<file path="config.mk">
export PLATFORM = sky130hd
export DESIGN_NAME = tsst_timing
export DESIGN_NICKNAME = d
export VERILOG_FILES = /design/src/logic/tsst_pkg.sv /design/src/logic/tsst_timing.sv
export VERILOG_INCLUDE_DIRS = /design/src /design/src/logic
export SDC_FILE = /design/constraint.sdc
export NUM_CORES = 2
export LEC_CHECK = 0
export ABC_AREA = 1
export BUFFER_PORTS_ARGS = -buffer_cell sky130_fd_sc_hd__buf_2
export CORE_MARGIN = 2
export CORE_UTILIZATION = 35
export CTS_BUF_LIST = sky130_fd_sc_hd__clkbuf_2
export DETAILED_ROUTE_END_ITERATION = 7
export GPL_TIMING_DRIVEN = 0
export HOLD_SLACK_MARGIN = 0.12
export PLACE_DENSITY = 0.61
export SYNTH_ARGS = -nofsm -noshare
export SYNTH_HDL_FRONTEND = slang
export SYNTH_SLANG_ARGS = --single-unit
</file>
<file path="constraint.sdc">
create_clock -name clock -period 11.7 [get_ports clock]
set_input_delay 0.585 -clock clock [delete_from_list [all_inputs] [get_ports clock]]
set_output_delay 0.585 -clock clock [all_outputs]
set_load 0.02 [all_outputs]
</file>
<file path="src/logic/tsst_defines.svh">
// Notes on behaviour
// Per-camera trigger-to-exposure count, signed -4 to 511, 30 us each, default 0.
// Delay is count times 30 us plus 122 us plus camera-kind offset.
// Trigger source waits until the flash strobe pulse has gone inactive.
// Controller starts no new acquisition during a strobe pulse, else it may drop.
// One common selection gives the shared lines to strobe or exposure-end, never both.
// Exposure-end outputs 0 to 7 are indexed by acquisition line number.
// Flash strobe outputs 0 to 7 are indexed by physical connector number.
// Unconnected option on drives strobes without a camera; off gates by connection.
// Exposure-end starts after per-line delay 0 to 1000 us, 10 us steps, default 0.
// Exposure-end width 40 to 10000 us in 10 us steps, default 5000 us.
// Per-line polarity: positive goes off to on, negative on to off; positive default.
// Multi-exposure capture gives one exposure-end pulse per captured image.
// Live view gives one exposure-end pulse per captured live frame.
// Function selection comes from line 0; unconnected option is held per line.
// Controller starts no new acquisition until the exposure-end pulse completes.
// Up to 8 cameras on large controllers, up to 4 on small ones.
// All delays and widths run on one free-running 1 us tick.
`ifndef TSST_DEFINES_SVH
`define TSST_DEFINES_SVH

// ----------------------------------------
// Timing
// ----------------------------------------
`define TSST_CLOCK_NS        8
`define TSST_TICK_NS         1000
`define TSST_TICK_CYCLES     (`TSST_TICK_NS / `TSST_CLOCK_NS)
`define TSST_COUNT_STEP_US   30
`define TSST_BASE_US         122
`define TSST_OFS_STD_US      120
`define TSST_OFS_SLOW_US     470
`define TSST_OFS_LARGE_US    1123
`define TSST_END_STEP_US     10
`define TSST_END_DELAY_MAX_US 1000
`define TSST_END_WIDTH_MIN_US 40
`define TSST_END_WIDTH_MAX_US 10000
`define TSST_END_WIDTH_DEF_US 5000
`define TSST_COUNT_MIN       (-16'sd4)
`define TSST_COUNT_MAX       (16'sd511)
`define TSST_MAX_LINES       8

// ----------------------------------------
// Register map and fields
// ----------------------------------------
`define TSST_CAM_BASE        8'h10
`define TSST_LINE_BASE       8'h40
`define TSST_STATUS_ADDR     8'h80
`define TSST_REG_STRIDE      8'h04
`define TSST_KIND_LSB        16
`define TSST_WIDTH_LSB       8
`define TSST_NEG_BIT         20
`define TSST_UNCONN_BIT      21
`define TSST_SEL_BIT         24

`endif

</file>
<file path="src/logic/tsst_pkg.sv">
package tsst_pkg;

  // Exposure-end sequencer states
  typedef enum logic [1:0] {
    TSST_IDLE,
    TSST_WAIT,
    TSST_PULSE
  } tsst_end_state_type;

  // Camera kind picks the fixed exposure offset
  typedef enum logic [1:0] {
    TSST_CAM_STD,
    TSST_CAM_SLOW,
    TSST_CAM_LARGE
  } tsst_cam_kind_type;

endpackage : tsst_pkg

</file>
<file path="src/logic/tsst_timing.sv">
// Chosen here: the address-and-strobe port and the placing of the registers.
`timescale 1ns/10ps
`include "tsst_defines.svh"

module tsst_timing #(
  parameter int NUM_LINES = `TSST_MAX_LINES
) (
  input  wire logic                 clock,
  input  wire logic                 rst_n,
  input  wire logic [7:0]           addr,
  input  wire logic [31:0]          wdata,
  input  wire logic                 wr,
  input  wire logic                 rd,
  output logic      [31:0]          rdata,
  input  wire logic [NUM_LINES-1:0] trigger_in,
  input  wire logic [NUM_LINES-1:0] exposure_done_in,
  input  wire logic [NUM_LINES-1:0] strobe_request_in,
  input  wire logic [NUM_LINES-1:0] camera_connected_in,
  output logic      [NUM_LINES-1:0] exposure_start_out,
  output logic      [NUM_LINES-1:0] flash_strobe_out,
  output logic      [NUM_LINES-1:0] exposure_end_out
);

  // ----------------------------------------
  // Functions
  // ----------------------------------------

  // Trigger-to-exposure time in microseconds
  function automatic logic [15:0] tsst_trig_us(input logic [9:0] cnt, input logic [1:0] kind);
    int s;
    int ofs;
    case (kind)
      2'(tsst_pkg::TSST_CAM_SLOW):  ofs = `TSST_OFS_SLOW_US;
      2'(tsst_pkg::TSST_CAM_LARGE): ofs = `TSST_OFS_LARGE_US;
      default:                      ofs = `TSST_OFS_STD_US;
    endcase
    s = int'($signed(cnt)) * `TSST_COUNT_STEP_US + `TSST_BASE_US + ofs;
    return 16'(s);
  endfunction : tsst_trig_us

  // Steps of 10 us turned into microsecond ticks
  function automatic logic [13:0] tsst_steps_us(input logic [9:0] steps);
    return 14'(int'(steps) * `TSST_END_STEP_US);
  endfunction : tsst_steps_us

  // Trigger count kept inside its legal range
  function automatic logic [9:0] tsst_clamp_count(input logic [15:0] w);
    logic signed [15:0] v;
    v = $signed(w);
    if (v < `TSST_COUNT_MIN) begin
      v = `TSST_COUNT_MIN;
    end else if (v > `TSST_COUNT_MAX) begin
      v = `TSST_COUNT_MAX;
    end
    return v[9:0];
  endfunction : tsst_clamp_count

  // ----------------------------------------
  // Pin synchronisers
  // ----------------------------------------

  logic [NUM_LINES-1:0] trig_m;
  logic [NUM_LINES-1:0] trig_s;
  logic [NUM_LINES-1:0] trig_p;
  logic [NUM_LINES-1:0] done_m;
  logic [NUM_LINES-1:0] done_s;
  logic [NUM_LINES-1:0] done_p;
  logic [NUM_LINES-1:0] req_m;
  logic [NUM_LINES-1:0] req_s;
  logic [NUM_LINES-1:0] conn_m;
  logic [NUM_LINES-1:0] conn_s;
  logic [NUM_LINES-1:0] trig_edge;
  logic [NUM_LINES-1:0] done_edge;

  // Two stages per pin; edges compare the second stage with a third, delayed copy
  always_ff @(posedge clock or negedge rst_n) begin
    if (!rst_n) begin
      trig_m <= '0;
      trig_s <= '0;
      trig_p <= '0;
      done_m <= '0;
      done_s <= '0;
      done_p <= '0;
      req_m  <= '0;
      req_s  <= '0;
      conn_m <= '0;
      conn_s <= '0;
    end else begin
      trig_m <= trigger_in;
      trig_s <= trig_m;
      trig_p <= trig_s;
      done_m <= exposure_done_in;
      done_s <= done_m;
      done_p <= done_s;
      req_m  <= strobe_request_in;
      req_s  <= req_m;
      conn_m <= camera_connected_in;
      conn_s <= conn_m;
    end
  end

  assign trig_edge = trig_s & ~trig_p;
  assign done_edge = done_s & ~done_p;

  // ----------------------------------------
  // Microsecond tick
  // ----------------------------------------

  logic [6:0] pre_cnt;
  logic [6:0] next_pre_cnt;
  logic       tick;
  logic       next_tick;

  // Free-running, so a delay may end up to one tick early
  always_comb begin
    next_tick    = 1'b0;
    next_pre_cnt = pre_cnt + 7'h01;
    if (pre_cnt == 7'(`TSST_TICK_CYCLES - 1)) begin
      next_pre_cnt = 7'h00;
      next_tick    = 1'b1;
    end
  end

  always_ff @(posedge clock or negedge rst_n) begin
    if (!rst_n) begin
      pre_cnt <= 7'h00;
      tick    <= 1'b0;
    end else begin
      pre_cnt <= next_pre_cnt;
      tick    <= next_tick;
    end
  end

  // ----------------------------------------
  // Registers
  // ----------------------------------------

  logic [9:0]           trig_count [NUM_LINES];
  logic [1:0]           cam_kind   [NUM_LINES];
  logic [6:0]           end_delay  [NUM_LINES];
  logic [9:0]           end_width  [NUM_LINES];
  logic [NUM_LINES-1:0] end_neg;
  logic [NUM_LINES-1:0] unconn_en;
  logic                 sel_end;
  logic [9:0]           next_trig_count [NUM_LINES];
  logic [1:0]           next_cam_kind   [NUM_LINES];
  logic [6:0]           next_end_delay  [NUM_LINES];
  logic [9:0]           next_end_width  [NUM_LINES];
  logic [NUM_LINES-1:0] next_end_neg;
  logic [NUM_LINES-1:0] next_unconn_en;
  logic                 next_sel_end;
  logic [31:0]          next_rdata;

  // Writes clamp the count, delay and width fields into their legal ranges; camera kind is stored as written
  always_comb begin
    next_trig_count = trig_count;
    next_cam_kind   = cam_kind;
    next_end_delay  = end_delay;
    next_end_width  = end_width;
    next_end_neg    = end_neg;
    next_unconn_en  = unconn_en;
    next_sel_end    = sel_end;
    for (int i = 0; i < NUM_LINES; i++) begin
      if (wr && addr == 8'(`TSST_CAM_BASE + `TSST_REG_STRIDE * i)) begin
        next_trig_count[i] = tsst_clamp_count(wdata[15:0]);
        next_cam_kind[i]   = wdata[`TSST_KIND_LSB +: 2];
      end
      if (wr && addr == 8'(`TSST_LINE_BASE + `TSST_REG_STRIDE * i)) begin
        next_end_delay[i] = wdata[6:0];
        if (wdata[6:0] > 7'(`TSST_END_DELAY_MAX_US / `TSST_END_STEP_US)) begin
          next_end_delay[i] = 7'(`TSST_END_DELAY_MAX_US / `TSST_END_STEP_US);
        end
        next_end_width[i] = wdata[`TSST_WIDTH_LSB +: 10];
        if (wdata[`TSST_WIDTH_LSB +: 10] < 10'(`TSST_END_WIDTH_MIN_US / `TSST_END_STEP_US)) begin
          next_end_width[i] = 10'(`TSST_END_WIDTH_MIN_US / `TSST_END_STEP_US);
        end else if (wdata[`TSST_WIDTH_LSB +: 10] > 10'(`TSST_END_WIDTH_MAX_US / `TSST_END_STEP_US)) begin
          next_end_width[i] = 10'(`TSST_END_WIDTH_MAX_US / `TSST_END_STEP_US);
        end
        next_end_neg[i]   = wdata[`TSST_NEG_BIT];
        next_unconn_en[i] = wdata[`TSST_UNCONN_BIT];
        if (i == 0) begin
          next_sel_end = wdata[`TSST_SEL_BIT];
        end
      end
    end
  end

  logic [NUM_LINES-1:0] trig_busy;
  logic [NUM_LINES-1:0] end_busy;

  // Read data stand one cycle, zero otherwise and on unmapped offsets
  always_comb begin
    next_rdata = 32'h0000_0000;
    if (rd) begin
      for (int i = 0; i < NUM_LINES; i++) begin
        if (addr == 8'(`TSST_CAM_BASE + `TSST_REG_STRIDE * i)) begin
          next_rdata[9:0]                 = trig_count[i];
          next_rdata[15:10]               = {6{trig_count[i][9]}};
          next_rdata[`TSST_KIND_LSB +: 2] = cam_kind[i];
        end
        if (addr == 8'(`TSST_LINE_BASE + `TSST_REG_STRIDE * i)) begin
          next_rdata[6:0]                    = end_delay[i];
          next_rdata[`TSST_WIDTH_LSB +: 10]  = end_width[i];
          next_rdata[`TSST_NEG_BIT]          = end_neg[i];
          next_rdata[`TSST_UNCONN_BIT]       = unconn_en[i];
          next_rdata[`TSST_SEL_BIT]          = (i == 0) ? sel_end : 1'b0;
        end
      end
      if (addr == `TSST_STATUS_ADDR) begin
        next_rdata[NUM_LINES-1:0]    = trig_busy;
        next_rdata[8 +: NUM_LINES]   = end_busy;
        next_rdata[16 +: NUM_LINES]  = conn_s;
      end
    end
  end

  always_ff @(posedge clock or negedge rst_n) begin
    if (!rst_n) begin
      for (int i = 0; i < NUM_LINES; i++) begin
        trig_count[i] <= 10'h000;
        cam_kind[i]   <= 2'h0;
        end_delay[i]  <= 7'h00;
        end_width[i]  <= 10'(`TSST_END_WIDTH_DEF_US / `TSST_END_STEP_US);
      end
      end_neg   <= '0;
      unconn_en <= '0;
      sel_end   <= 1'b0;
      rdata     <= 32'h0000_0000;
    end else begin
      trig_count <= next_trig_count;
      cam_kind   <= next_cam_kind;
      end_delay  <= next_end_delay;
      end_width  <= next_end_width;
      end_neg    <= next_end_neg;
      unconn_en  <= next_unconn_en;
      sel_end    <= next_sel_end;
      rdata      <= next_rdata;
    end
  end

  // ----------------------------------------
  // Trigger delay per camera
  // ----------------------------------------

  logic [15:0]          trig_wait      [NUM_LINES];
  logic [15:0]          next_trig_wait [NUM_LINES];
  logic [NUM_LINES-1:0] next_start;
  logic [15:0]          trig_load_val0;

  assign trig_load_val0 = tsst_trig_us(trig_count[0], cam_kind[0]);

  // A trigger during a running delay is ignored
  always_comb begin
    next_trig_wait = trig_wait;
    next_start     = '0;
    for (int i = 0; i < NUM_LINES; i++) begin
      trig_busy[i] = (trig_wait[i] != 16'h0000);
      if (trig_edge[i] && !trig_busy[i]) begin
        next_trig_wait[i] = tsst_trig_us(trig_count[i], cam_kind[i]);
      end else if (tick && trig_busy[i]) begin
        next_trig_wait[i] = trig_wait[i] - 16'h0001;
        next_start[i]     = (trig_wait[i] == 16'h0001);
      end
    end
  end

  always_ff @(posedge clock or negedge rst_n) begin
    if (!rst_n) begin
      for (int i = 0; i < NUM_LINES; i++) begin
        trig_wait[i] <= 16'h0000;
      end
      exposure_start_out <= '0;
    end else begin
      trig_wait          <= next_trig_wait;
      exposure_start_out <= next_start;
    end
  end

  // ----------------------------------------
  // Exposure-end sequencer per line
  // ----------------------------------------

  tsst_pkg::tsst_end_state_type end_state      [NUM_LINES];
  tsst_pkg::tsst_end_state_type next_end_state [NUM_LINES];
  logic [13:0]                  end_cnt        [NUM_LINES];
  logic [13:0]                  next_end_cnt   [NUM_LINES];
  logic [NUM_LINES-1:0]         next_end_out;
  logic [NUM_LINES-1:0]         next_strobe;
  logic [13:0]                  width_ticks0;

  assign width_ticks0 = tsst_steps_us(end_width[0]);

  // Leaving exposure-end mode drops any pulse in flight
  always_comb begin
    next_end_state = end_state;
    next_end_cnt   = end_cnt;
    next_end_out   = '0;
    next_strobe    = '0;
    for (int i = 0; i < NUM_LINES; i++) begin
      case (end_state[i])
        tsst_pkg::TSST_IDLE: begin
          if (done_edge[i] && end_delay[i] == 7'h00) begin
            next_end_state[i] = tsst_pkg::TSST_PULSE;
            next_end_cnt[i]   = tsst_steps_us(end_width[i]);
          end else if (done_edge[i]) begin
            next_end_state[i] = tsst_pkg::TSST_WAIT;
            next_end_cnt[i]   = tsst_steps_us({3'b000, end_delay[i]});
          end
        end
        tsst_pkg::TSST_WAIT: begin
          if (tick && end_cnt[i] == 14'h0001) begin
            next_end_state[i] = tsst_pkg::TSST_PULSE;
            next_end_cnt[i]   = tsst_steps_us(end_width[i]);
          end else if (tick) begin
            next_end_cnt[i] = end_cnt[i] - 14'h0001;
          end
        end
        tsst_pkg::TSST_PULSE: begin
          if (tick && end_cnt[i] == 14'h0001) begin
            next_end_state[i] = tsst_pkg::TSST_IDLE;
            next_end_cnt[i]   = 14'h0000;
          end else if (tick) begin
            next_end_cnt[i] = end_cnt[i] - 14'h0001;
          end
        end
        default: begin
          next_end_state[i] = tsst_pkg::TSST_IDLE;
          next_end_cnt[i]   = 14'h0000;
        end
      endcase
      if (!sel_end) begin
        next_end_state[i] = tsst_pkg::TSST_IDLE;
        next_end_cnt[i]   = 14'h0000;
      end
      end_busy[i] = (end_state[i] != tsst_pkg::TSST_IDLE);
      // Line i drives exposure-end i, connector i drives strobe i
      if (sel_end) begin
        next_end_out[i] = (next_end_state[i] == tsst_pkg::TSST_PULSE) ^ end_neg[i];
      end else begin
        next_strobe[i] = req_s[i] && (conn_s[i] || unconn_en[i]);
      end
    end
  end

  always_ff @(posedge clock or negedge rst_n) begin
    if (!rst_n) begin
      for (int i = 0; i < NUM_LINES; i++) begin
        end_state[i] <= tsst_pkg::TSST_IDLE;
        end_cnt[i]   <= 14'h0000;
      end
      exposure_end_out <= '0;
      flash_strobe_out <= '0;
    end else begin
      end_state        <= next_end_state;
      end_cnt          <= next_end_cnt;
      exposure_end_out <= next_end_out;
      flash_strobe_out <= next_strobe;
    end
  end
endmodule : tsst_timing

</file>
==> summary.txt <==
STA
  • FMAX: 190 MHz
  • Layout Skew: 203 ps
  • Final period util: 45.0%
  • Max_slew headroom: -1.34%
  • Post-layout min period: 5270 ps
  • RSZ-0062 raised after global routing: no
  • Hold violation total from the final report: 0
  • Worst hold slack: 339 ps
  • Worst-Margin Slew: 1520 ps
  • Slew Viols, Final: 9
  • Final setup viols: 0

Setup path
  • Reg-to-Reg Start: trig_count[10]$_DFFE_PN0P_
  • Cell mode on critical path: ha_1
  • WS Path Type: register to register
  • Crit path max-delay cell type: dfrtp_1
  • CP Launch Point: trig_count[10]$_DFFE_PN0P_
  • CP startpoint kind: register
  • Slowest stage delay, CP: 520 ps
  • Required @ worst endpoint: 13250 ps
  • Worst Setup End Kind: register
  • CP Max Fanout: 5
  • CP arrival: 6810 ps

Clocking
  • Clock transition at the registers of the reported paths: 100 ps
  • Max clock buf depth: 3
  • Clock sinks: 642
  • Post-CTS setup buffers: 0
  • Hold Buf Count CTS: 189
  • Post-cts sizing count: 0
  • H-tree level count: 4
  • TritonCTS Buffers: 189
  • CTS tree: done
  • Clk Latency, worst-skew pair: 1810 ps
  • Root Buffer: clkbuf_2

Synthesis
  • Leading area contributor after synthesis: dfrtp_1
  • Syn_area_per_cell: 7.60 sq um
  • Post-synth cell types: 73
  • Synth Flop Type: dfrtp_1
  • Async set or reset register ratio after synthesis: 100%
  • Post-synth top cells: nand2_1 (1473), inv_1 (1203), o21ai_0 (632)
  • Synth Register Bits: 642
  • Post-synthesis sequential area ratio: 30.5%
  • Post-Synthesis Cells: 6960
  • Count leader, synth: nand2_1
  • Synthesized area: 52900 sq um
  • Synth top area share: 28.1%
  • YS warnings: 0
  • Leading post-synthesis cells by cell area: dfrtp_1 (28%), ha_1 (14%), nand2_1 (10%), inv_1 (8.5%), o21ai_0 (6.0%)
  • Post-synth EDFFs: 0

Placed design
  • Port Buffers: 111
  • Placer's final routability congestion estimate: 0.981
  • DP HPWL: 136000 microns

Detailed routing
  • Detailed-route via count: 49300
  • Vias per inst: 5.11
  • DRC violations left: 0
  • Iteration-0 DRC Markers: 3924
  • Drt first pass iters: 6
  • Routed len/inst: 18.2 microns
  • Routed wire length: 175000 microns
  • Antenna viol nets, final: 0

Floorplan
  • Rows: 142
  • I/O Pins: 132
  • Die Area: 154000 sq um
  • Initial core utilization: 35.3%
  • CORE AREA: 150000 sq um
  • Die H: 393 microns
  • Die Wd: 393 microns

Worst hold path
  • Hold WC Path Type: register to register
  • Start point of the worst hold path: trig_m[0]$_DFF_PN0_

Global route
  • Largest net degree at the start of global routing: 120
  • Antenna violations before repair: 21
  • Vias in the first global route: 47900
  • First-pass GRT wire length: 272000 microns
  • GRT Residual Overflow: 0
  • Total track usage: 22.7%

Outcome
  • Status: finished, violations left
  • Failing checks: capacitance limit, slew limit

Run
  • Total of max-cap violations: 1

Pwr
  • PD cells: 185 nW/um^2
  • Total power: 11.1 mW
  • Static Leak: 29.8 nW
  • Peak supply drop: 0.123 mV

Layout
  • Layout area overhead: 13.3%
  • Layout cell share with drive strength beyond 1: 8.22%
  • Layout Nets: 8268
==> placed cells by master, fill, tap and decap left out, types with 14 or more instances in the layout <==
| cell type | instances |
|---|---|
| a221oi_1 | 33 |
| o221ai_1 | 27 |
| or2_2 | 27 |
| dfstp_2 | 48 |
| buf_2 | 135 |
| nor2_2 | 18 |
| a211oi_1 | 24 |
| clkinv_1 | 58 |
| o21ai_0 | 632 |
| a22oi_1 | 17 |
| nor3_1 | 87 |
| inv_1 | 1203 |
| a21oi_1 | 363 |
| a31oi_1 | 21 |
| dfrtp_1 | 594 |
| o2111ai_1 | 16 |
| nand4_1 | 73 |
| o21ai_1 | 36 |
| nor4_1 | 31 |
| dlygate4sd3_1 | 188 |
| a21o_1 | 14 |
| inv_2 | 20 |
| o22ai_1 | 92 |
| clkbuf_1 | 68 |
| nand3_1 | 224 |
| xor2_1 | 225 |
| fa_1 | 128 |
| o211ai_1 | 33 |
| nand2_1 | 1473 |
| xnor2_1 | 134 |
| nor3_2 | 14 |
| ha_1 | 600 |
| clkinv_2 | 23 |
| clkbuf_2 | 256 |
| nor2_1 | 497 |
==> routing by layer <==
layer | global-route usage (%) | share of wire [%] | vias to the layer above
li1 | - | - | 23900
met1 | 30.6 | 44 | 23400
met2 | 35.5 | 44 | 1710
met3 | 3.84 | 7.3 | 402
met4 | 10.3 | 4.6 | 10
met5 | 0 | 0.037 | -
==> cell type report <==
| type | instances | area, sq um |
|---|---|---|
| repair buffers | 307 | 2650 |
| multi-input cells | 4981 | 31700 |
| diodes | 13 | 32.5 |
| well taps | 2016 | 2520 |
| fillers | 15700 | 90000 |
| inverters | 1228 | 4610 |
| flip-flops and latches | 642 | 16100 |
| clock buffers | 256 | 1280 |
| plain buffers | 115 | 527 |
| clock inverters | 91 | 520 |
==> kinds of logic (layout without fill, tap and decap cells) <==
kind of cell / Yosys count / after routing / share of synthesized area (%)
flops: 642 / 642 / 30.5
xor+xnor: 362 / 362 / 6.04
other cells: 1 / 20 / 0.00709
mux: 1 / 1 / 0.0189
buf+inv: 1343 / 1997 / 9.71
fa+ha+maj: 728 / 728 / 19.0
compound gates: 1388 / 1388 / 15.0
simple gates: 2495 / 2495 / 19.7
==> sequential cells by signal, summed over array words and instances, names as in the netlist, 16 cells and up <==
register / count
cam_kind: 16
end_delay: 56
trig_count: 80
end_state: 16
end_width: 80
trig_wait: 128
rdata: 25
end_cnt: 112
==> report_power, final <==
group          leakage [nW]  internal (mW)  switching, mW  total (mW)
Combinational          20.8           2.47           3.97        6.44
Sequential             7.70           2.49          0.295        2.78
Clock                  1.34          0.682           1.17        1.85
==> worst max-delay path, delay by kind of cell (launching register included) <==
family,cells,cell delay [ps]
xor+xnor,2,440
compound gates,4,580
fa+ha+maj,6,1890
buf+inv,3,210
simple gates,13,1530
flops,1,520
==> metrics by stage <==
stage / setup WS, ps / instance area (sq um) / setup TNS (ps) / cells / util (%)
finish: 6430 / 59900 / 0 / 9649 / 40.0
detailed placement: 6430 / 56200 / 0 / 9100 / 37.5
global route: 6100 / 59900 / 0 / 9643 / 40.0
floorplan: 7140 / 52900 / 0 / 6966 / -
CTS: 6470 / 59900 / 0 / 9636 / 39.9
global placement: -4210 / 56000 / -2436390 / 9093 / 37.3
==> final timing paths <==
check                                             to  slack (ps)  cells past startpoint
min reg2reg                      trig_s[0]$_DFF_PN0_         340                      0
min                              trig_s[0]$_DFF_PN0_         340                      0
max                        trig_wait[31]$_DFFE_PN0P_        6430                     28
max in group asynchronous        trig_s[6]$_DFF_PN0_        9320                      8
min in group asynchronous   unconn_en[7]$_DFFE_PN0P_         410                      5
max reg2reg                trig_wait[31]$_DFFE_PN0P_        6430                     28
(Power assumes the default switching activity.)
